==> config.mk <==
export PLATFORM = sky130hd
export DESIGN_NAME = twi_engine
export DESIGN_NICKNAME = d
export VERILOG_FILES = /design/src/design/twi_pkg.sv /design/src/design/twi_engine.sv
export VERILOG_INCLUDE_DIRS = /design/src /design/src/design
export SDC_FILE = /design/constraint.sdc
export NUM_CORES = 1
export LEC_CHECK = 0
export ABC_CLOCK_PERIOD_IN_PS = 4200
export BUFFER_PORTS_ARGS = -buffer_cell sky130_fd_sc_hd__buf_2
export CORE_MARGIN = 2
export CORE_UTILIZATION = 50
export DETAILED_ROUTE_END_ITERATION = 16
export GPL_ROUTABILITY_DRIVEN = 0
export PLACE_DENSITY_LB_ADDON = 0.1
export SYNTH_ARGS = -nofsm -noshare
export SYNTH_HDL_FRONTEND = slang
export SYNTH_SLANG_ARGS = --single-unit
==> constraint.sdc <==
create_clock -name I_SYS_CLK -period 4.2 [get_ports I_SYS_CLK]
set_clock_uncertainty 0.15 [all_clocks]
set_input_delay 0.84 -clock I_SYS_CLK [delete_from_list [all_inputs] [get_ports I_SYS_CLK]]
set_output_delay 0.84 -clock I_SYS_CLK [all_outputs]
set_load 0.05 [all_outputs]
==> src/design/twi_params.svh <==
`ifndef TWI_PARAMS_SVH
`define TWI_PARAMS_SVH
// Register indices
`define TWI_ADDR_CTRL1 4'h0
`define TWI_ADDR_CTRL2 4'h1
`define TWI_ADDR_MODE 4'h2
`define TWI_ADDR_IRQ_EN 4'h3
`define TWI_ADDR_STATUS 4'h4
`define TWI_ADDR_OWN 4'h5
`define TWI_ADDR_TXD 4'h6
`define TWI_ADDR_RXD 4'h7
`define TWI_ADDR_PINSEL 4'h8
// Control register 1 fields, clk_rate_sel in bits 3..0
`define TWI_C1_IFACE_EN 7
`define TWI_C1_RX_NEXT_BLOCK 6
`define TWI_C1_MASTER 5
`define TWI_C1_TX_DIR 4
// Control register 2 fields
`define TWI_C2_BUS_BUSY 7
`define TWI_C2_START_STOP 6
`define TWI_C2_SCL_MON 1
`define TWI_C2_SDA_MON 0
// Mode register field
`define TWI_MODE_BIT_ORDER 3
// Interrupt enable register fields
`define TWI_IE_TX_EMPTY 7
`define TWI_IE_TX_END 6
`define TWI_IE_RX_FULL 5
`define TWI_IE_NACK 4
`define TWI_IE_STOP_DET 3
`define TWI_IE_ACK_HALT 2
`define TWI_IE_ACK_IN 1
`define TWI_IE_ACK_OUT 0
// Status register fields
`define TWI_ST_TX_BUF_EMPTY 7
`define TWI_ST_TX_DONE 6
`define TWI_ST_RX_BUF_FULL 5
`define TWI_ST_NO_ACK 4
`define TWI_ST_STOP 3
`define TWI_ST_ARB_LOST 2
`define TWI_ST_ADDR_MATCH 1
// Own address register field, address in bits 7..1
`define TWI_OWN_FORMAT 0
// Reset values and clear masks
`define TWI_RST_BYTE 8'h00
`define TWI_RST_BIT 1'b0
`define TWI_TXD_CLR_MASK 8'hc0
`define TWI_RXD_CLR_MASK 8'h20
// Timing: half SCL period is this many cycles times (clk_rate_sel + 1)
`define TWI_HALF_UNIT 12'd25
`define TWI_ACK_SLOT 4'd8
`endif

==> src/design/twi_pkg.sv <==
`default_nettype none
package twi_pkg;
	typedef logic [7:0] byte_t;
	typedef enum {M_IDLE, M_START, M_LOW, M_HIGH, M_STOP_A, M_STOP_B} mstate_t;
endpackage
`default_nettype wire

==> src/design/twi_engine.sv <==
// The register addresses and the address-and-strobe port are this design's own decisions.
`include "twi_params.svh"
`default_nettype none
module twi_engine (
	// System
	input wire logic I_SYS_CLK,
	input wire logic I_RSTN,
	// Register port
	input wire logic [3:0] I_ADDR,
	input wire twi_pkg::byte_t I_WDATA,
	input wire logic I_WR,
	input wire logic I_RD,
	output var twi_pkg::byte_t O_RDATA,
	// Bus pins
	input wire logic I_SCL,
	output logic O_SCL,
	output logic O_SCL_OE,
	input wire logic I_SDA,
	output logic O_SDA,
	output var logic O_SDA_OE,
	// Interrupt requests
	output logic O_TX_EMPTY_IRQ,
	output logic O_TX_END_IRQ,
	output logic O_RX_FULL_IRQ,
	output logic O_STOP_DET_IRQ,
	output logic O_NACK_IRQ
);
	import twi_pkg::*;

	function automatic logic reg_hit(input logic [3:0] a, input logic [3:0] idx);
		return a == idx;
	endfunction

	function automatic logic out_bit(input byte_t b, input logic lsb_first);
		return lsb_first ? b[0] : b[7];
	endfunction

	logic iface_enable, rx_next_block, master_sel, tx_direction, bus_busy_bit;
	logic [3:0] clk_rate_sel;
	logic bit_order_sel, format_sel, ack_in_value;
	logic [1:0] data_pin_delay_sel;
	logic [6:0] own_addr;
	byte_t irq_enable_reg, bus_status_reg, status_seen;
	byte_t tx_holding_reg, rx_holding_reg, shift_reg;
	byte_t set_vec, clr_vec;
	logic scl_m, scl_s, scl_d, sda_m, sda_s, sda_d;
	logic [3:0] bit_cnt;
	logic loaded, addr_phase, addressed, halted, rx_armed, ack_latched, sda_bit;
	mstate_t mstate;
	logic [11:0] tmr, half_cnt;
	logic m_scl_low, m_sda_low, s_scl_low, stop_pend;
	logic [2:0] dly_pipe;
	logic sda_low_raw;

	// Register strobes
	logic wr_c1, wr_c2, wr_st, wr_tx, rd_st, rd_rx;
	assign wr_c1 = I_WR && reg_hit(I_ADDR, `TWI_ADDR_CTRL1);
	assign wr_c2 = I_WR && reg_hit(I_ADDR, `TWI_ADDR_CTRL2);
	assign wr_st = I_WR && reg_hit(I_ADDR, `TWI_ADDR_STATUS);
	assign wr_tx = I_WR && reg_hit(I_ADDR, `TWI_ADDR_TXD);
	assign rd_st = I_RD && reg_hit(I_ADDR, `TWI_ADDR_STATUS);
	assign rd_rx = I_RD && reg_hit(I_ADDR, `TWI_ADDR_RXD);

	// Pin sampling; only the second and third stages feed logic
	always_ff @(posedge I_SYS_CLK) begin
		if (!I_RSTN) begin
			{scl_m, scl_s, scl_d} <= 3'h7;
			{sda_m, sda_s, sda_d} <= 3'h7;
		end else begin
			{scl_m, scl_s, scl_d} <= {I_SCL, scl_m, scl_s};
			{sda_m, sda_s, sda_d} <= {I_SDA, sda_m, sda_s};
		end
	end

	logic scl_rise, scl_fall, start_seen, stop_seen, bus_on;
	assign scl_rise = scl_s && !scl_d;
	assign scl_fall = !scl_s && scl_d;
	assign bus_on = iface_enable && !format_sel;
	assign start_seen = bus_on && scl_s && scl_d && sda_d && !sda_s;
	assign stop_seen = bus_on && scl_s && scl_d && !sda_d && sda_s;

	// Frame qualifiers
	logic tx_mode, active, ours, do_load, hold_low, rise9, fall_bit, addr_match, arb_lost;
	logic start_req, stop_cmd, slave_to_tx;
	assign tx_mode = tx_direction;
	assign active = bus_on && (master_sel ? (mstate != M_IDLE) : (addr_phase || addressed));
	assign addr_match = addr_phase && !master_sel && (shift_reg[7:1] == own_addr);
	assign ours = master_sel || addressed;
	assign do_load = active && bit_cnt == 4'd0 && !loaded && !scl_s && !halted &&
		(tx_mode ? !bus_status_reg[`TWI_ST_TX_BUF_EMPTY] : (!master_sel || rx_armed));
	assign hold_low = active && ((bit_cnt == 4'd0 && !loaded) || (halted && master_sel) ||
		(ours && !tx_mode && bit_cnt == `TWI_ACK_SLOT &&
		bus_status_reg[`TWI_ST_RX_BUF_FULL]));
	assign rise9 = active && loaded && scl_rise && bit_cnt == `TWI_ACK_SLOT;
	assign fall_bit = active && loaded && scl_fall;
	assign arb_lost = master_sel && active && loaded && scl_rise && bit_cnt < `TWI_ACK_SLOT &&
		tx_mode && sda_bit && !sda_s;
	assign slave_to_tx = rise9 && addr_match && shift_reg[0];
	assign start_req = wr_c2 && I_WDATA[`TWI_C2_BUS_BUSY] && !I_WDATA[`TWI_C2_START_STOP] &&
		master_sel && tx_mode && !bus_busy_bit && mstate == M_IDLE && bus_on;
	assign stop_cmd = wr_c2 && !I_WDATA[`TWI_C2_BUS_BUSY] && !I_WDATA[`TWI_C2_START_STOP] &&
		master_sel && mstate != M_IDLE;
	assign half_cnt = `TWI_HALF_UNIT * {8'h00, clk_rate_sel} + `TWI_HALF_UNIT;

	// Configuration registers
	always_ff @(posedge I_SYS_CLK) begin
		if (!I_RSTN) begin
			irq_enable_reg <= `TWI_RST_BYTE;
			bit_order_sel <= `TWI_RST_BIT;
			own_addr <= 7'h00;
			format_sel <= `TWI_RST_BIT;
			data_pin_delay_sel <= 2'h0;
			tx_holding_reg <= `TWI_RST_BYTE;
		end else if (I_WR) begin
			if (reg_hit(I_ADDR, `TWI_ADDR_IRQ_EN))
				irq_enable_reg <= I_WDATA;
			if (reg_hit(I_ADDR, `TWI_ADDR_MODE))
				bit_order_sel <= I_WDATA[`TWI_MODE_BIT_ORDER];
			if (reg_hit(I_ADDR, `TWI_ADDR_OWN)) begin
				own_addr <= I_WDATA[7:1];
				format_sel <= I_WDATA[`TWI_OWN_FORMAT];
			end
			if (reg_hit(I_ADDR, `TWI_ADDR_PINSEL))
				data_pin_delay_sel <= I_WDATA[1:0];
			if (wr_tx)
				tx_holding_reg <= I_WDATA;
		end
	end

	// Mode bits; hardware updates follow software writes so they win
	always_ff @(posedge I_SYS_CLK) begin
		if (!I_RSTN) begin
			{iface_enable, rx_next_block, master_sel, tx_direction} <= 4'h0;
			clk_rate_sel <= 4'h0;
		end else begin
			if (wr_c1) begin
				iface_enable <= I_WDATA[`TWI_C1_IFACE_EN];
				rx_next_block <= I_WDATA[`TWI_C1_RX_NEXT_BLOCK];
				master_sel <= I_WDATA[`TWI_C1_MASTER];
				tx_direction <= I_WDATA[`TWI_C1_TX_DIR];
				clk_rate_sel <= I_WDATA[3:0];
			end
			if (slave_to_tx)
				tx_direction <= 1'b1;
			if (arb_lost)
				master_sel <= 1'b0;
			if (stop_seen && master_sel) begin
				master_sel <= 1'b0;
				tx_direction <= 1'b0;
			end
		end
	end

	// Bus busy follows bus conditions
	always_ff @(posedge I_SYS_CLK) begin
		if (!I_RSTN)
			bus_busy_bit <= `TWI_RST_BIT;
		else if (start_seen)
			bus_busy_bit <= 1'b1;
		else if (stop_seen || !bus_on)
			bus_busy_bit <= 1'b0;
	end

	// Status flags: set wins over clear
	always_comb begin
		set_vec = `TWI_RST_BYTE;
		set_vec[`TWI_ST_TX_BUF_EMPTY] = (do_load && tx_mode) || start_req || slave_to_tx ||
			(wr_c1 && I_WDATA[`TWI_C1_TX_DIR] && !tx_direction);
		set_vec[`TWI_ST_TX_DONE] = rise9 && tx_mode &&
			bus_status_reg[`TWI_ST_TX_BUF_EMPTY];
		set_vec[`TWI_ST_RX_BUF_FULL] = rise9 && !tx_mode && (ours || addr_match);
		set_vec[`TWI_ST_NO_ACK] = rise9 && tx_mode && sda_s && ours &&
			irq_enable_reg[`TWI_IE_ACK_HALT];
		set_vec[`TWI_ST_STOP] = stop_seen;
		set_vec[`TWI_ST_ARB_LOST] = arb_lost;
		set_vec[`TWI_ST_ADDR_MATCH] = rise9 && addr_match;
		clr_vec = wr_st ? (status_seen & ~I_WDATA) : `TWI_RST_BYTE;
		if (wr_tx)
			clr_vec = clr_vec | `TWI_TXD_CLR_MASK;
		if (rd_rx)
			clr_vec = clr_vec | `TWI_RXD_CLR_MASK;
	end

	always_ff @(posedge I_SYS_CLK) begin
		if (!I_RSTN) begin
			bus_status_reg <= `TWI_RST_BYTE;
			status_seen <= `TWI_RST_BYTE;
		end else begin
			bus_status_reg <= (bus_status_reg & ~clr_vec) | set_vec;
			if (rd_st)
				status_seen <= bus_status_reg;
			else if (wr_st)
				status_seen <= `TWI_RST_BYTE;
		end
	end

	// Frame engine: bit counting, shifting, acknowledge handling
	always_ff @(posedge I_SYS_CLK) begin
		if (!I_RSTN || !bus_on) begin
			bit_cnt <= 4'd0;
			{loaded, addr_phase, addressed, halted, rx_armed} <= 5'h0;
			{ack_latched, ack_in_value} <= 2'h0;
			sda_bit <= 1'b1;
			shift_reg <= `TWI_RST_BYTE;
			rx_holding_reg <= `TWI_RST_BYTE;
		end else begin
			if (rd_rx && master_sel && !tx_mode)
				rx_armed <= 1'b1;
			else if (do_load && !tx_mode && master_sel)
				rx_armed <= 1'b0;
			else if (fall_bit && bit_cnt == `TWI_ACK_SLOT && master_sel && !tx_mode &&
				!rx_next_block)
				rx_armed <= 1'b1;
			if (start_seen || stop_seen) begin
				bit_cnt <= 4'd0;
				{loaded, halted} <= 2'h0;
				addr_phase <= start_seen;
				addressed <= 1'b0;
				sda_bit <= 1'b1;
			end else begin
				if (do_load) begin
					loaded <= 1'b1;
					ack_latched <= irq_enable_reg[`TWI_IE_ACK_OUT];
					if (tx_mode) begin
						shift_reg <= tx_holding_reg;
						sda_bit <= out_bit(tx_holding_reg, bit_order_sel);
					end else
						sda_bit <= 1'b1;
				end
				if (active && loaded && scl_rise) begin
					if (bit_cnt < `TWI_ACK_SLOT)
						shift_reg <= bit_order_sel ? {sda_s, shift_reg[7:1]} :
							{shift_reg[6:0], sda_s};
					else begin
						addr_phase <= 1'b0;
						if (tx_mode)
							ack_in_value <= sda_s;
						if (tx_mode && sda_s && master_sel &&
							irq_enable_reg[`TWI_IE_ACK_HALT])
							halted <= 1'b1;
						if (!tx_mode && (ours || addr_match))
							rx_holding_reg <= shift_reg;
						if (addr_match)
							addressed <= 1'b1;
					end
				end
				if (fall_bit) begin
					if (bit_cnt == `TWI_ACK_SLOT) begin
						bit_cnt <= 4'd0;
						loaded <= 1'b0;
						sda_bit <= 1'b1;
					end else begin
						bit_cnt <= bit_cnt + 4'd1;
						if (bit_cnt == `TWI_ACK_SLOT - 4'd1)
							sda_bit <= tx_mode ? 1'b1 :
								((ours || addr_match) ? ack_latched : 1'b1);
						else
							sda_bit <= tx_mode ? out_bit(shift_reg, bit_order_sel) : 1'b1;
					end
				end
			end
		end
	end

	// Master clock and start/stop sequencer
	always_ff @(posedge I_SYS_CLK) begin
		if (!I_RSTN || !bus_on || arb_lost) begin
			mstate <= M_IDLE;
			tmr <= 12'h000;
			{m_scl_low, m_sda_low, stop_pend} <= 3'h0;
		end else begin
			if (stop_cmd)
				stop_pend <= 1'b1;
			case (mstate)
				M_IDLE: begin
					tmr <= 12'h000;
					stop_pend <= 1'b0;
					if (start_req) begin
						m_sda_low <= 1'b1;
						mstate <= M_START;
					end
				end
				M_START: begin
					tmr <= tmr + 12'h001;
					if (tmr == half_cnt) begin
						m_scl_low <= 1'b1;
						// Output register keeps SDA low a cycle after SCL falls
						m_sda_low <= 1'b0;
						tmr <= 12'h000;
						mstate <= M_LOW;
					end
				end
				M_LOW: begin
					if (tmr != half_cnt)
						tmr <= tmr + 12'h001;
					else if ((stop_pend || stop_cmd) && bit_cnt == 4'd0) begin
						m_sda_low <= 1'b1;
						tmr <= 12'h000;
						mstate <= M_STOP_A;
					end else if (hold_low) begin
						// Restart the low half so fresh data settles before SCL rises
						tmr <= 12'h000;
					end else begin
						m_scl_low <= 1'b0;
						tmr <= 12'h000;
						mstate <= M_HIGH;
					end
				end
				M_HIGH: begin
					if (!scl_s)
						tmr <= 12'h000;
					else if (tmr == half_cnt) begin
						m_scl_low <= 1'b1;
						tmr <= 12'h000;
						mstate <= M_LOW;
					end else
						tmr <= tmr + 12'h001;
				end
				M_STOP_A: begin
					tmr <= tmr + 12'h001;
					if (tmr == half_cnt) begin
						m_scl_low <= 1'b0;
						tmr <= 12'h000;
						mstate <= M_STOP_B;
					end
				end
				M_STOP_B: begin
					if (scl_s)
						tmr <= tmr + 12'h001;
					if (tmr == half_cnt) begin
						m_sda_low <= 1'b0;
						mstate <= M_IDLE;
					end
				end
				default: mstate <= M_IDLE;
			endcase
		end
	end

	// Slave stretching only starts once SCL is already low, never cutting a high phase
	always_ff @(posedge I_SYS_CLK) begin
		if (!I_RSTN)
			s_scl_low <= 1'b0;
		else
			s_scl_low <= !master_sel && hold_low && (s_scl_low || !scl_s);
	end

	// SDA output delay line
	assign sda_low_raw = (active && loaded && !sda_bit) || m_sda_low;
	always_ff @(posedge I_SYS_CLK) begin
		if (!I_RSTN) begin
			dly_pipe <= 3'h0;
			O_SDA_OE <= 1'b0;
		end else begin
			dly_pipe <= {dly_pipe[1:0], sda_low_raw};
			O_SDA_OE <= (data_pin_delay_sel == 2'h0) ? sda_low_raw :
				dly_pipe[data_pin_delay_sel - 2'h1];
		end
	end

	// Open-drain pins only ever pull low
	assign O_SCL = 1'b0;
	assign O_SDA = 1'b0;
	assign O_SCL_OE = m_scl_low || s_scl_low;

	// Register read port, data in the cycle after the strobe
	always_ff @(posedge I_SYS_CLK) begin
		if (!I_RSTN)
			O_RDATA <= `TWI_RST_BYTE;
		else if (I_RD) begin
			case (I_ADDR)
				`TWI_ADDR_CTRL1: O_RDATA <= {iface_enable, rx_next_block, master_sel,
					tx_direction, clk_rate_sel};
				`TWI_ADDR_CTRL2: O_RDATA <= {bus_busy_bit, 5'h00, scl_s, sda_s};
				`TWI_ADDR_MODE: O_RDATA <= {4'h0, bit_order_sel, 3'h0};
				`TWI_ADDR_IRQ_EN: O_RDATA <= {irq_enable_reg[7:2], ack_in_value,
					irq_enable_reg[0]};
				`TWI_ADDR_STATUS: O_RDATA <= bus_status_reg;
				`TWI_ADDR_OWN: O_RDATA <= {own_addr, format_sel};
				`TWI_ADDR_TXD: O_RDATA <= tx_holding_reg;
				`TWI_ADDR_RXD: O_RDATA <= rx_holding_reg;
				`TWI_ADDR_PINSEL: O_RDATA <= {6'h00, data_pin_delay_sel};
				default: O_RDATA <= `TWI_RST_BYTE;
			endcase
		end
	end

	// Interrupt requests on five outputs, each gated by its enable bit; arbitration loss and no-ack share O_NACK_IRQ
	assign O_TX_EMPTY_IRQ = irq_enable_reg[`TWI_IE_TX_EMPTY] &&
		bus_status_reg[`TWI_ST_TX_BUF_EMPTY];
	assign O_TX_END_IRQ = irq_enable_reg[`TWI_IE_TX_END] &&
		bus_status_reg[`TWI_ST_TX_DONE];
	assign O_RX_FULL_IRQ = irq_enable_reg[`TWI_IE_RX_FULL] &&
		bus_status_reg[`TWI_ST_RX_BUF_FULL];
	assign O_STOP_DET_IRQ = !format_sel && irq_enable_reg[`TWI_IE_STOP_DET] &&
		bus_status_reg[`TWI_ST_STOP];
	assign O_NACK_IRQ = irq_enable_reg[`TWI_IE_NACK] && (bus_status_reg[`TWI_ST_ARB_LOST] ||
		(!format_sel && bus_status_reg[`TWI_ST_NO_ACK]));

	AST_TX_WRITE_CLEARS: assert property (@(posedge I_SYS_CLK) disable iff (!I_RSTN)
		wr_tx && !set_vec[`TWI_ST_TX_DONE] |=> !bus_status_reg[`TWI_ST_TX_DONE])
		else $error("transmit write did not clear done flag");
	AST_RX_READ_CLEARS: assert property (@(posedge I_SYS_CLK) disable iff (!I_RSTN)
		rd_rx && !set_vec[`TWI_ST_RX_BUF_FULL] |=> !bus_status_reg[`TWI_ST_RX_BUF_FULL])
		else $error("receive read did not clear full flag");
	AST_LOAD_SETS_EMPTY: assert property (@(posedge I_SYS_CLK) disable iff (!I_RSTN)
		do_load && tx_mode |=> bus_status_reg[`TWI_ST_TX_BUF_EMPTY] && loaded)
		else $error("transfer to shift register did not set empty flag");
	AST_STOP_IRQ_GATED: assert property (@(posedge I_SYS_CLK) disable iff (!I_RSTN)
		O_STOP_DET_IRQ |-> !format_sel && bus_status_reg[`TWI_ST_STOP])
		else $error("stop request outside bus format");
	AST_NACK_IRQ_SRC: assert property (@(posedge I_SYS_CLK) disable iff (!I_RSTN)
		bus_status_reg[`TWI_ST_ARB_LOST] && irq_enable_reg[`TWI_IE_NACK] |-> O_NACK_IRQ)
		else $error("arbitration loss did not raise request");
	AST_START_DRIVES_SDA: assert property (@(posedge I_SYS_CLK) disable iff (!I_RSTN)
		start_req |-> ##[1:5] O_SDA_OE && !O_SCL_OE)
		else $error("start request did not pull SDA low first");
	AST_MASTER_HOLDS_SCL: assert property (@(posedge I_SYS_CLK) disable iff (!I_RSTN)
		mstate == M_LOW && hold_low && !stop_pend && !stop_cmd |=> O_SCL_OE)
		else $error("master released SCL while waiting");
	AST_RX_STRETCH: assert property (@(posedge I_SYS_CLK) disable iff (!I_RSTN)
		s_scl_low && !master_sel && !tx_mode && bit_cnt == `TWI_ACK_SLOT && !rd_rx
		|=> O_SCL_OE)
		else $error("slave receiver released SCL while full");
	AST_STOP_TO_SLAVE: assert property (@(posedge I_SYS_CLK) disable iff (!I_RSTN)
		stop_seen && master_sel |=> !master_sel && !tx_direction)
		else $error("master mode kept after stop");
	AST_TX_DONE_NINTH: assert property (@(posedge I_SYS_CLK) disable iff (!I_RSTN)
		rise9 && tx_mode && bus_status_reg[`TWI_ST_TX_BUF_EMPTY] |=>
		bus_status_reg[`TWI_ST_TX_DONE] && ack_in_value == $past(sda_s))
		else $error("done flag or ack bit missing at ninth rise");
	AST_FLAG_NEEDS_READ: assert property (@(posedge I_SYS_CLK) disable iff (!I_RSTN)
		wr_st && status_seen == `TWI_RST_BYTE && !wr_tx && !rd_rx
		|=> (bus_status_reg & $past(bus_status_reg)) == $past(bus_status_reg))
		else $error("flag cleared without prior read");
endmodule
`default_nettype wire

==> results of run 1 <==
[kinds of logic after synthesis]
kind of cell / after synthesis / synth area share [%]
AND/OR/NAND/NOR: 283 / 22.91
adder cells (fa/ha/maj): 18 / 3.617
AO/OA/AOI/OAI: 155 / 17.73
XOR/XNOR: 29 / 4.200
multiplexers: 58 / 9.606
buffers and inverters: 69 / 4.582
flip-flops: 116 / 37.30
other: 1 / 0.06023
[layout make-up]
| type | count | area share, % |
|---|---|---|
| clock buffers | 22 | 6.829 |
| clock inverters | 8 | 2.100 |
| inverters | 28 | 1.482 |
| multi-input cells | 545 | 51.09 |
| flip-flops and latches | 116 | 32.75 |
| well taps | 168 | 2.965 |
| repair buffers | 37 | 2.788 |
[Yosys cell counts (16+ instances only)]
library cell and count:
sky130_fd_sc_hd__a211oi_1 22, sky130_fd_sc_hd__a21oi_1 36, sky130_fd_sc_hd__clkbuf_1 30, sky130_fd_sc_hd__dfxtp_1 116, sky130_fd_sc_hd__ha_1 18, sky130_fd_sc_hd__inv_1 28, sky130_fd_sc_hd__mux2i_1 53, sky130_fd_sc_hd__nand2_1 47
sky130_fd_sc_hd__nand3_1 28, sky130_fd_sc_hd__nor2_1 99, sky130_fd_sc_hd__nor2b_1 21, sky130_fd_sc_hd__o21ai_0 16
[through the flow]
step	area (um2)	hold slack, ps	utilization (%)	std cells	setup WS, ps
3_5_place_dp	6457	252.1	53.54	894	485.2
3_3_place_gp	6457	252.8	53.54	894	667.0
4_1_cts	7091	269.5	58.79	924	461.0
6_report	7091	265.2	58.79	924	422.4
2_1_floorplan	6230	236.3	-	730	1021
5_1_grt	7091	284.6	58.79	924	289.1
[critical path: stages, from the launching register on]
cell and delay (ps):
sky130_fd_sc_hd__dfxtp_1 470, sky130_fd_sc_hd__ha_1 300, sky130_fd_sc_hd__ha_1 320, sky130_fd_sc_hd__ha_1 380
sky130_fd_sc_hd__a21o_1 220, sky130_fd_sc_hd__a311o_1 360, sky130_fd_sc_hd__a21oi_2 140, sky130_fd_sc_hd__o2111ai_2 190
sky130_fd_sc_hd__o21ai_0 310, sky130_fd_sc_hd__a41oi_2 380, sky130_fd_sc_hd__a21o_1 270, sky130_fd_sc_hd__a22o_1 170
[final timing paths]
kind                    from      to  slack (ps)  depth (start not counted)
min                    scl_m   scl_s         270                          1
max          clk_rate_sel[2]  tmr[4]         420                         11
max reg2reg  clk_rate_sel[2]  tmr[4]         420                         11
min reg2reg            scl_m   scl_s         270                          1
[power groups by stage]
stage	clock [mW]	combinational [mW]	sequential, mW
finish	1.56	0.111	1.12
global route	1.63	0.121	1.12
CTS	1.57	0.110	1.12
detailed placement	0	0.109	1.14
global placement	0	0.108	1.14
floorplan	0	0.0755	1.14
[routing by layer]
| metal | global-route usage, % | share of wire [%] | vias to the layer above |
|---|---|---|---|
| met3 | 5.962 | 5.2 | 36 |
| met2 | 42.88 | 46 | 167 |
| met5 | 0 | 0 | - |
| met4 | 13.09 | 3.5 | 0 |
| met1 | 35.04 | 45 | 2605 |
| li1 | - | - | 2639 |
==> flow_summary.json, run 1 <==
{
  "outcome": "completed",
  "total_switching_power_mw": 0.5958,
  "final_setup_fails": 0,
  "area_taken_by_multi_input_logic_gates_mm2": 0.003622,
  "yosys_warnings": 0,
  "core_area_mm2": 0.01206,
  "slew-limit-headroom_pct": 49.58,
  "num-nets-final": 781,
  "clk_pin_slew_ps": 60,
  "htree_num_levels": 4,
  "fin_setup_tns_ps": 0,
  "syn-cell-area_mm2": 0.006226,
  "worst_setup_path_end_kind": "flip-flop",
  "tritoncts": "done",
  "cp_data_arrival_time_ps": 3930,
  "die_h_um": 115.6,
  "start_kind": "flip-flop",
  "fmaxAchievable_ghz": 0.2647,
  "cts.sinks": 116,
  "wl_cell_um": 18.45,
  "synth.avg_cell_area_um2": 8.540,
  "hold_viol_final": 0,
  "finalWirelength_mm": 17.05,
  "timing_max_transition_violations_final": 0,
  "layout_worst_path_cycle_share_pct": 89.94,
  "seq_area_mm2": 0.002322,
  "detail_route.iter0.violations": 540,
  "worst-path-max-fanout": 12,
  "largest_register_ffs": 12,
  "setup_crit_path_kind": "reg -> reg",
  "ys_seq_area_share_pct": 37.30,
  "synth_edf_count": 0,
  "total_power_draw_mw": 2.788,
  "final.fill_count": 1062,
  "synth_top_cells_by_area": "sky130_fd_sc_hd__dfxtp_1 (37%), sky130_fd_sc_hd__mux2i_1 (8.5%), sky130_fd_sc_hd__nor2_1 (6.0%)",
  "cts_hold_buffers": 0,
  "layout_commonest_cell": "sky130_fd_sc_hd__dfxtp_1",
  "die_area_mm2": 0.01336,
  "cts_resized": 0,
  "num_rows": 40,
  "grt_pass1_wl_mm": 27.50,
  "cellLeakagePower_nw": 2.749,
  "grt_antenna_before_repair": 0,
  "clk_path_buf_depth": 2,
  "holdCritPathClass": "reg -> reg",
  "area_growth_pct": 13.89,
  "all_layer_gr_usage_pct": 27.06,
  "ios": 35,
  "dr_total_vias": 5447,
  "share_comb_of_total_power_pct": 4.0,
  "worstMarginPinSlew_ps": 755.3,
  "buffer_ports.inserted": 32,
  "most_frequent_cells_in_the_layout": "sky130_fd_sc_hd__dfxtp_1 (116), sky130_fd_sc_hd__nor2_1 (99), sky130_fd_sc_hd__mux2i_1 (53)",
  "detail_route.first_pass.iterations": 5,
  "clk-insertion-delay-late_ps": 420,
  "critical_path_required_ps": 4360,
  "post-synth-top-area-fraction_pct": 37.30,
  "vias_per_cell": 5.895,
  "via_count_of_the_first_global_routing_pass": 5252,
  "cts_inserted_buffers": 17,
  "power.share.clock_pct": 55.8,
  "yosysUniqueCellTypes": 82,
  "postSynth.asyncResetShare_pct": 0,
  "dp_hpwl_mm": 12.53,
  "period_needed_ps": 3778,
  "yosys_register_bits": 116,
  "count_of_mapped_cells_out_of_synthesis": 729,
  "power.share.switching_pct": 21.37,
  "p_seq_share_pct": 40.2,
  "ir_drop_worst_case_vdd_mv": 0.2624,
  "insertedDiodeCount": 0,
  "drive_gt1_share_pct": 12.57,
  "grt_max_degree": 24,
  "cts-root-buf": "sky130_fd_sc_hd__clkbuf_16",
  "starting_density_of_the_core_pct": 51.62,
  "ant_nets": 0,
  "maxCapViolCount": 0,
  "p_int_mw": 2.192,
  "registers.top_by_ff_count": "tmr",
  "post-cts-setup-buffer-count": 0,
  "global_route.overflow_total": 0,
  "die_width_um": 115.6,
  "power_density_mw_per_mm2": 393.2,
  "route.detailed.drc": 0,
  "netlist.top_cell.by_area": "sky130_fd_sc_hd__dfxtp_1",
  "synth-main-ff-cell": "sky130_fd_sc_hd__dfxtp_1",
  "rsz0062_at_grt": "no"
}
Note: power is estimated with default switching activity, not from simulation.
==> run 2: changes to the inputs <==
- RECOVER_POWER: default -> 50
==> run 2 against run 1 <==
  * Register-to-register slack about the same
  * First-iteration DRC count shrank 5.0%
  * Sequential share of layout area increased by 0.20 points
  * Utilization down 0.36 points
  * Sequential power barely moved
  * Highest routed layer unchanged
==> flow_summary.json, run 2 (synthesized netlist as in run 1, its figures left out) <==
{
  "outcome": "completed",
  "holdCritPathClass": "reg -> reg",
  "grt_antenna_before_repair": 0,
  "fmaxAchievable_ghz": 0.2648,
  "tritoncts": "done",
  "fin_setup_tns_ps": 0,
  "setup.reg_to_reg.worst_slack_ps": 420,
  "final.fill_count": 1075,
  "area_growth_pct": 13.18,
  "cts-root-buf": "sky130_fd_sc_hd__clkbuf_16",
  "largest_register_ffs": 12,
  "critical_path_required_ps": 4360,
  "worst-path-max-fanout": 12,
  "detail_route.first_pass.iterations": 5,
  "worstRegToRegCells": 11,
  "cp_data_arrival_time_ps": 3940,
  "slew-limit-headroom_pct": 21.27,
  "start_kind": "flip-flop",
  "clk_path_buf_depth": 2,
  "most_frequent_cells_in_the_layout": "sky130_fd_sc_hd__dfxtp_1 (116), sky130_fd_sc_hd__nor2_1 (99), sky130_fd_sc_hd__mux2i_1 (53)",
  "cts_inserted_buffers": 17,
  "num_rows": 40,
  "registers.top_by_ff_count": "tmr",
  "dp_hpwl_mm": 12.53,
  "total_power_draw_mw": 2.787,
  "hold_viol_final": 0,
  "ios": 35,
  "dr_total_vias": 5434,
  "grt_max_degree": 24,
  "worst_setup_path_end_kind": "flip-flop",
  "cts_resized": 0,
  "maxCapViolCount": 0,
  "critPathCapture": "tmr[4]",
  "worstMarginPinSlew_ps": 1178,
  "rsz0062_at_grt": "no",
  "route.detailed.drc": 0,
  "die_width_um": 115.6,
  "regToRegStartpoint": "clk_rate_sel[2]",
  "cellLeakagePower_nw": 2.665,
  "grt_pass1_wl_mm": 27.50,
  "htree_num_levels": 4,
  "die_h_um": 115.6,
  "setup_crit_path_kind": "reg -> reg",
  "core_area_mm2": 0.01206,
  "finalWirelength_mm": 17.02,
  "layout_commonest_cell": "sky130_fd_sc_hd__dfxtp_1",
  "all_layer_gr_usage_pct": 27.06,
  "post_route_hold_slack_ps": 265.2,
  "ir_drop_worst_case_vdd_mv": 0.2632,
  "buffer_ports.inserted": 32,
  "clk-insertion-delay-late_ps": 420,
  "postLayoutCellArea_mm2": 0.007047,
  "vias_per_cell": 5.881,
  "postLayoutCoreUtil_pct": 58.42,
  "global_route.overflow_total": 0,
  "drive_gt1_share_pct": 9.656,
  "via_count_of_the_first_global_routing_pass": 5252,
  "starting_density_of_the_core_pct": 51.62,
  "timing_max_transition_violations_final": 0,
  "power_density_mw_per_mm2": 395.6,
  "cts.sinks": 116,
  "final_setup_fails": 0,
  "ant_nets": 0,
  "layout_worst_path_cycle_share_pct": 89.91,
  "critical_path.reg2reg.endpoint": "tmr[4]",
  "period_needed_ps": 3776,
  "insertedDiodeCount": 0,
  "num-nets-final": 781,
  "cts_hold_buffers": 0,
  "clk_pin_slew_ps": 60,
  "post-cts-setup-buffer-count": 0,
  "die_area_mm2": 0.01336,
  "cp-startpoint": "clk_rate_sel[2]",
  "placedInstanceArea_mm2": 0.006457,
  "wl_cell_um": 18.42,
  "detail_route.iter0.violations": 513
}
[run 2: layer usage]
layer  vias to the layer above  track usage (%)  routed length, um
met5                         -                0                  0
met3                        38            5.962                982
met2                       167            42.88               7816
li1                       2640                -                  -
met1                      2589            35.04               7583
met4                         0            13.09                638
[run 2: layout make-up]
type	count	area (um2)	share of cell area [%]
repair buffers	37	168.9	2.397
flip-flops and latches	116	2322	32.95
clock inverters	8	148.9	2.113
well taps	168	210.2	2.983
multi-input cells	545	3607	51.19
clock buffers	22	484.2	6.871
inverters	28	105.1	1.491
[run 2: worst min-delay path by stage]
| stage | from | end | slack [ps] | depth (start not counted) |
|---|---|---|---|---|
| 3_5_place_dp | scl_m | scl_s | 250 | 1 |
| 4_1_cts | scl_m | scl_s | 270 | 1 |
| 5_1_grt | scl_m | scl_s | 280 | 1 |
| 3_3_place_gp | sda_m | sda_s | 250 | 1 |
| 2_1_floorplan | scl_m | scl_s | 240 | 1 |
| 6_report | scl_m | scl_s | 270 | 1 |
[run 2: critical path: stages, from the launching register on]
cell	delay, ps
sky130_fd_sc_hd__dfxtp_1	470
sky130_fd_sc_hd__ha_1	300
sky130_fd_sc_hd__ha_1	320
sky130_fd_sc_hd__ha_1	380
sky130_fd_sc_hd__a21o_1	220
sky130_fd_sc_hd__a311o_1	360
sky130_fd_sc_hd__a21oi_2	140
sky130_fd_sc_hd__o2111ai_2	190
sky130_fd_sc_hd__o21ai_0	310
sky130_fd_sc_hd__a41oi_2	380
sky130_fd_sc_hd__a21o_1	270
sky130_fd_sc_hd__a22o_1	170
[run 2: metrics by stage]
stage / setup WS (ps) / std cells
2_1_floorplan: 1021 / 730
5_1_grt: 289.1 / 924
3_3_place_gp: 667.0 / 894
6_report: 423.7 / 924
3_5_place_dp: 485.2 / 894
4_1_cts: 461.0 / 924
[run 2: power breakdown]
part           total [mW]  switching, mW  internal (mW)
Clock                1.56          0.509           1.05
Combinational       0.110         0.0764         0.0338
Sequential           1.12         0.0115           1.11
==> run 3: changes to the inputs <==
--- a/config.mk
+++ b/config.mk
@@ -10,2 +10,3 @@
 export BUFFER_PORTS_ARGS = -buffer_cell sky130_fd_sc_hd__buf_2
+export CORE_ASPECT_RATIO = 0.75
 export CORE_MARGIN = 2
--- a/constraint.sdc
+++ b/constraint.sdc
@@ -4,2 +4,2 @@
 set_output_delay 0.84 -clock I_SYS_CLK [all_outputs]
-set_load 0.05 [all_outputs]
+set_load 0.01 [all_outputs]
==> run 3 against run 2 <==
  * The run now ends with capacitance limit, slew limit left
  * Critical path depth is the same
  * Wire length grew 4.8%
  * Worst setup slack lost 20 ps
  * Largest cell class unchanged
==> flow_summary.json, run 3 (synthesized netlist as in run 1, its figures left out) <==
{
  "most_frequent_cells_in_the_layout": "sky130_fd_sc_hd__dfxtp_1 (116), sky130_fd_sc_hd__nor2_1 (99), sky130_fd_sc_hd__mux2i_1 (53)",
  "critPathTopFamily": "compound AO/OA/AOI/OAI gates",
  "period_needed_ps": 3796,
  "largest_register_ffs": 12,
  "violations": "capacitance limit, slew limit",
  "power.share.switching_pct": 22.45,
  "fin_cells": 924,
  "clk-insertion-delay-late_ps": 420,
  "htree_num_levels": 4,
  "cp_slowest_stage_delay_ps": 440,
  "post-cts-setup-buffer-count": 0,
  "slew-limit-headroom_pct": -30.20,
  "cts_inserted_buffers": 17,
  "worst_setup_path_end_kind": "flip-flop",
  "cpMaxStageDelayCell": "sky130_fd_sc_hd__dfxtp_1",
  "power.share.clock_pct": 55.4,
  "outcome": "complete, but fails checks",
  "numPlacedInstances": 892,
  "die_h_um": 100.6,
  "num_rows": 35,
  "area_growth_pct": 12.88,
  "start_kind": "flip-flop",
  "p_int_mw": 2.132,
  "vias_per_cell": 6.053,
  "grt_max_degree": 42,
  "holdCritPathClass": "reg -> reg",
  "timing_max_transition_violations_final": 42,
  "core_area_mm2": 0.01222,
  "cts-root-buf": "sky130_fd_sc_hd__clkbuf_16",
  "ios": 35,
  "cts_resized": 0,
  "critical_path_required_ps": 4350,
  "registers.top_by_ff_count": "tmr",
  "worstRegToRegCells": 11,
  "power_density_mw_per_mm2": 391.2,
  "postLayoutCoreUtil_pct": 57.52,
  "starting_density_of_the_core_pct": 50.96,
  "clk_pin_slew_ps": 60,
  "detail_route.iter0.violations": 558,
  "crit_buf_inv": 0,
  "cp_data_arrival_time_ps": 3950,
  "die_width_um": 132.9,
  "grt_antenna_before_repair": 0,
  "final_setup_fails": 0,
  "insertedDiodeCount": 0,
  "detail_route.first_pass.iterations": 7,
  "path_depth": 11,
  "dp_hpwl_mm": 12.88,
  "via_count_of_the_first_global_routing_pass": 5180,
  "fmaxAchievable_ghz": 0.2634,
  "p_seq_share_pct": 40.7,
  "cts.sinks": 116,
  "postLayoutCellArea_mm2": 0.007028,
  "tritoncts": "done",
  "num-nets-final": 781,
  "wl_cell_um": 19.31,
  "worstMarginPinSlew_ps": 1953,
  "finalWirelength_mm": 17.84,
  "worst-path-max-fanout": 12,
  "route.detailed.drc": 0,
  "cellLeakagePower_nw": 2.656,
  "share_comb_of_total_power_pct": 3.9,
  "cts_hold_buffers": 0,
  "total_switching_power_mw": 0.6171,
  "ir_drop_worst_case_vdd_mv": 0.3062,
  "drive_gt1_share_pct": 9.894,
  "post_route_hold_slack_ps": 261.7,
  "ant_nets": 0,
  "path_cells": "ha_1, ha_1, ha_1, a21o_1, a311o_1, a21oi_2, o2111ai_2, o21ai_0, a41oi_2, a21o_1, a22o_1",
  "grt_pass1_wl_mm": 28.13,
  "crit_path_frequent_cell": "sky130_fd_sc_hd__ha_1",
  "fin_setup_tns_ps": 0,
  "global_route.overflow_total": 0,
  "all_layer_gr_usage_pct": 27.42,
  "layout_commonest_cell": "sky130_fd_sc_hd__dfxtp_1",
  "placedInstanceArea_mm2": 0.006455,
  "setup_crit_path_kind": "reg -> reg",
  "die_area_mm2": 0.01337,
  "layout_worst_path_cycle_share_pct": 90.39,
  "maxCapViolCount": 1,
  "rsz0062_at_grt": "no",
  "buffer_ports.inserted": 32,
  "clk_path_buf_depth": 2,
  "dr_total_vias": 5593,
  "timing.hold.worst_path_depth": 1,
  "hold_viol_final": 0
}
-- run 3: metrics by stage --
step	power [mW]	setup slack, ps
3_5_place_dp	1.248	490.8
5_1_grt	2.831	201.6
6_report	2.749	403.5
2_1_floorplan	1.209	1021
3_3_place_gp	1.246	685.6
4_1_cts	2.764	431.9
-- run 3: layout make-up --
type | count | area, um2
Clock inverter | 13 | 182.7
Multi-Input combinational cell | 545 | 3607
Sequential cell | 116 | 2322
Tap cell | 166 | 207.7
Inverter | 28 | 105.1
Fill cell | 1117 | 5190
Timing Repair Buffer | 37 | 170.2
Clock buffer | 19 | 432.9
-- run 3: worst register-to-register path: cells and delay by family, from the launching register on --
| family | cells | cell delay [ps] |
|---|---|---|
| fa+ha+maj | 3 | 960 |
| flops | 1 | 440 |
| compound gates | 8 | 2140 |
-- run 3: power groups by stage --
stage | logic [mW] | clock network (mW) | registers [mW]
6_report | 0.107 | 1.52 | 1.12
3_3_place_gp | 0.104 | 0 | 1.14
2_1_floorplan | 0.0723 | 0 | 1.14
3_5_place_dp | 0.106 | 0 | 1.14
4_1_cts | 0.107 | 1.54 | 1.12
5_1_grt | 0.116 | 1.60 | 1.12
-- run 3: final timing paths --
kind / start / end / slack (ps)
hold reg to reg: sda_m / sda_s / 260
setup / recovery: clk_rate_sel[2] / tmr[4] / 400
hold / removal: sda_m / sda_s / 260
setup reg to reg: clk_rate_sel[2] / tmr[4] / 400
-- run 3: routing by layer --
layer	global-route usage, %	routed length, um	up-vias
li1	-	-	2641
met1	39.77	8482	2668
met4	11.33	345	0
met2	38.42	7306	249
met3	7.190	1706	35
met5	0	0	-
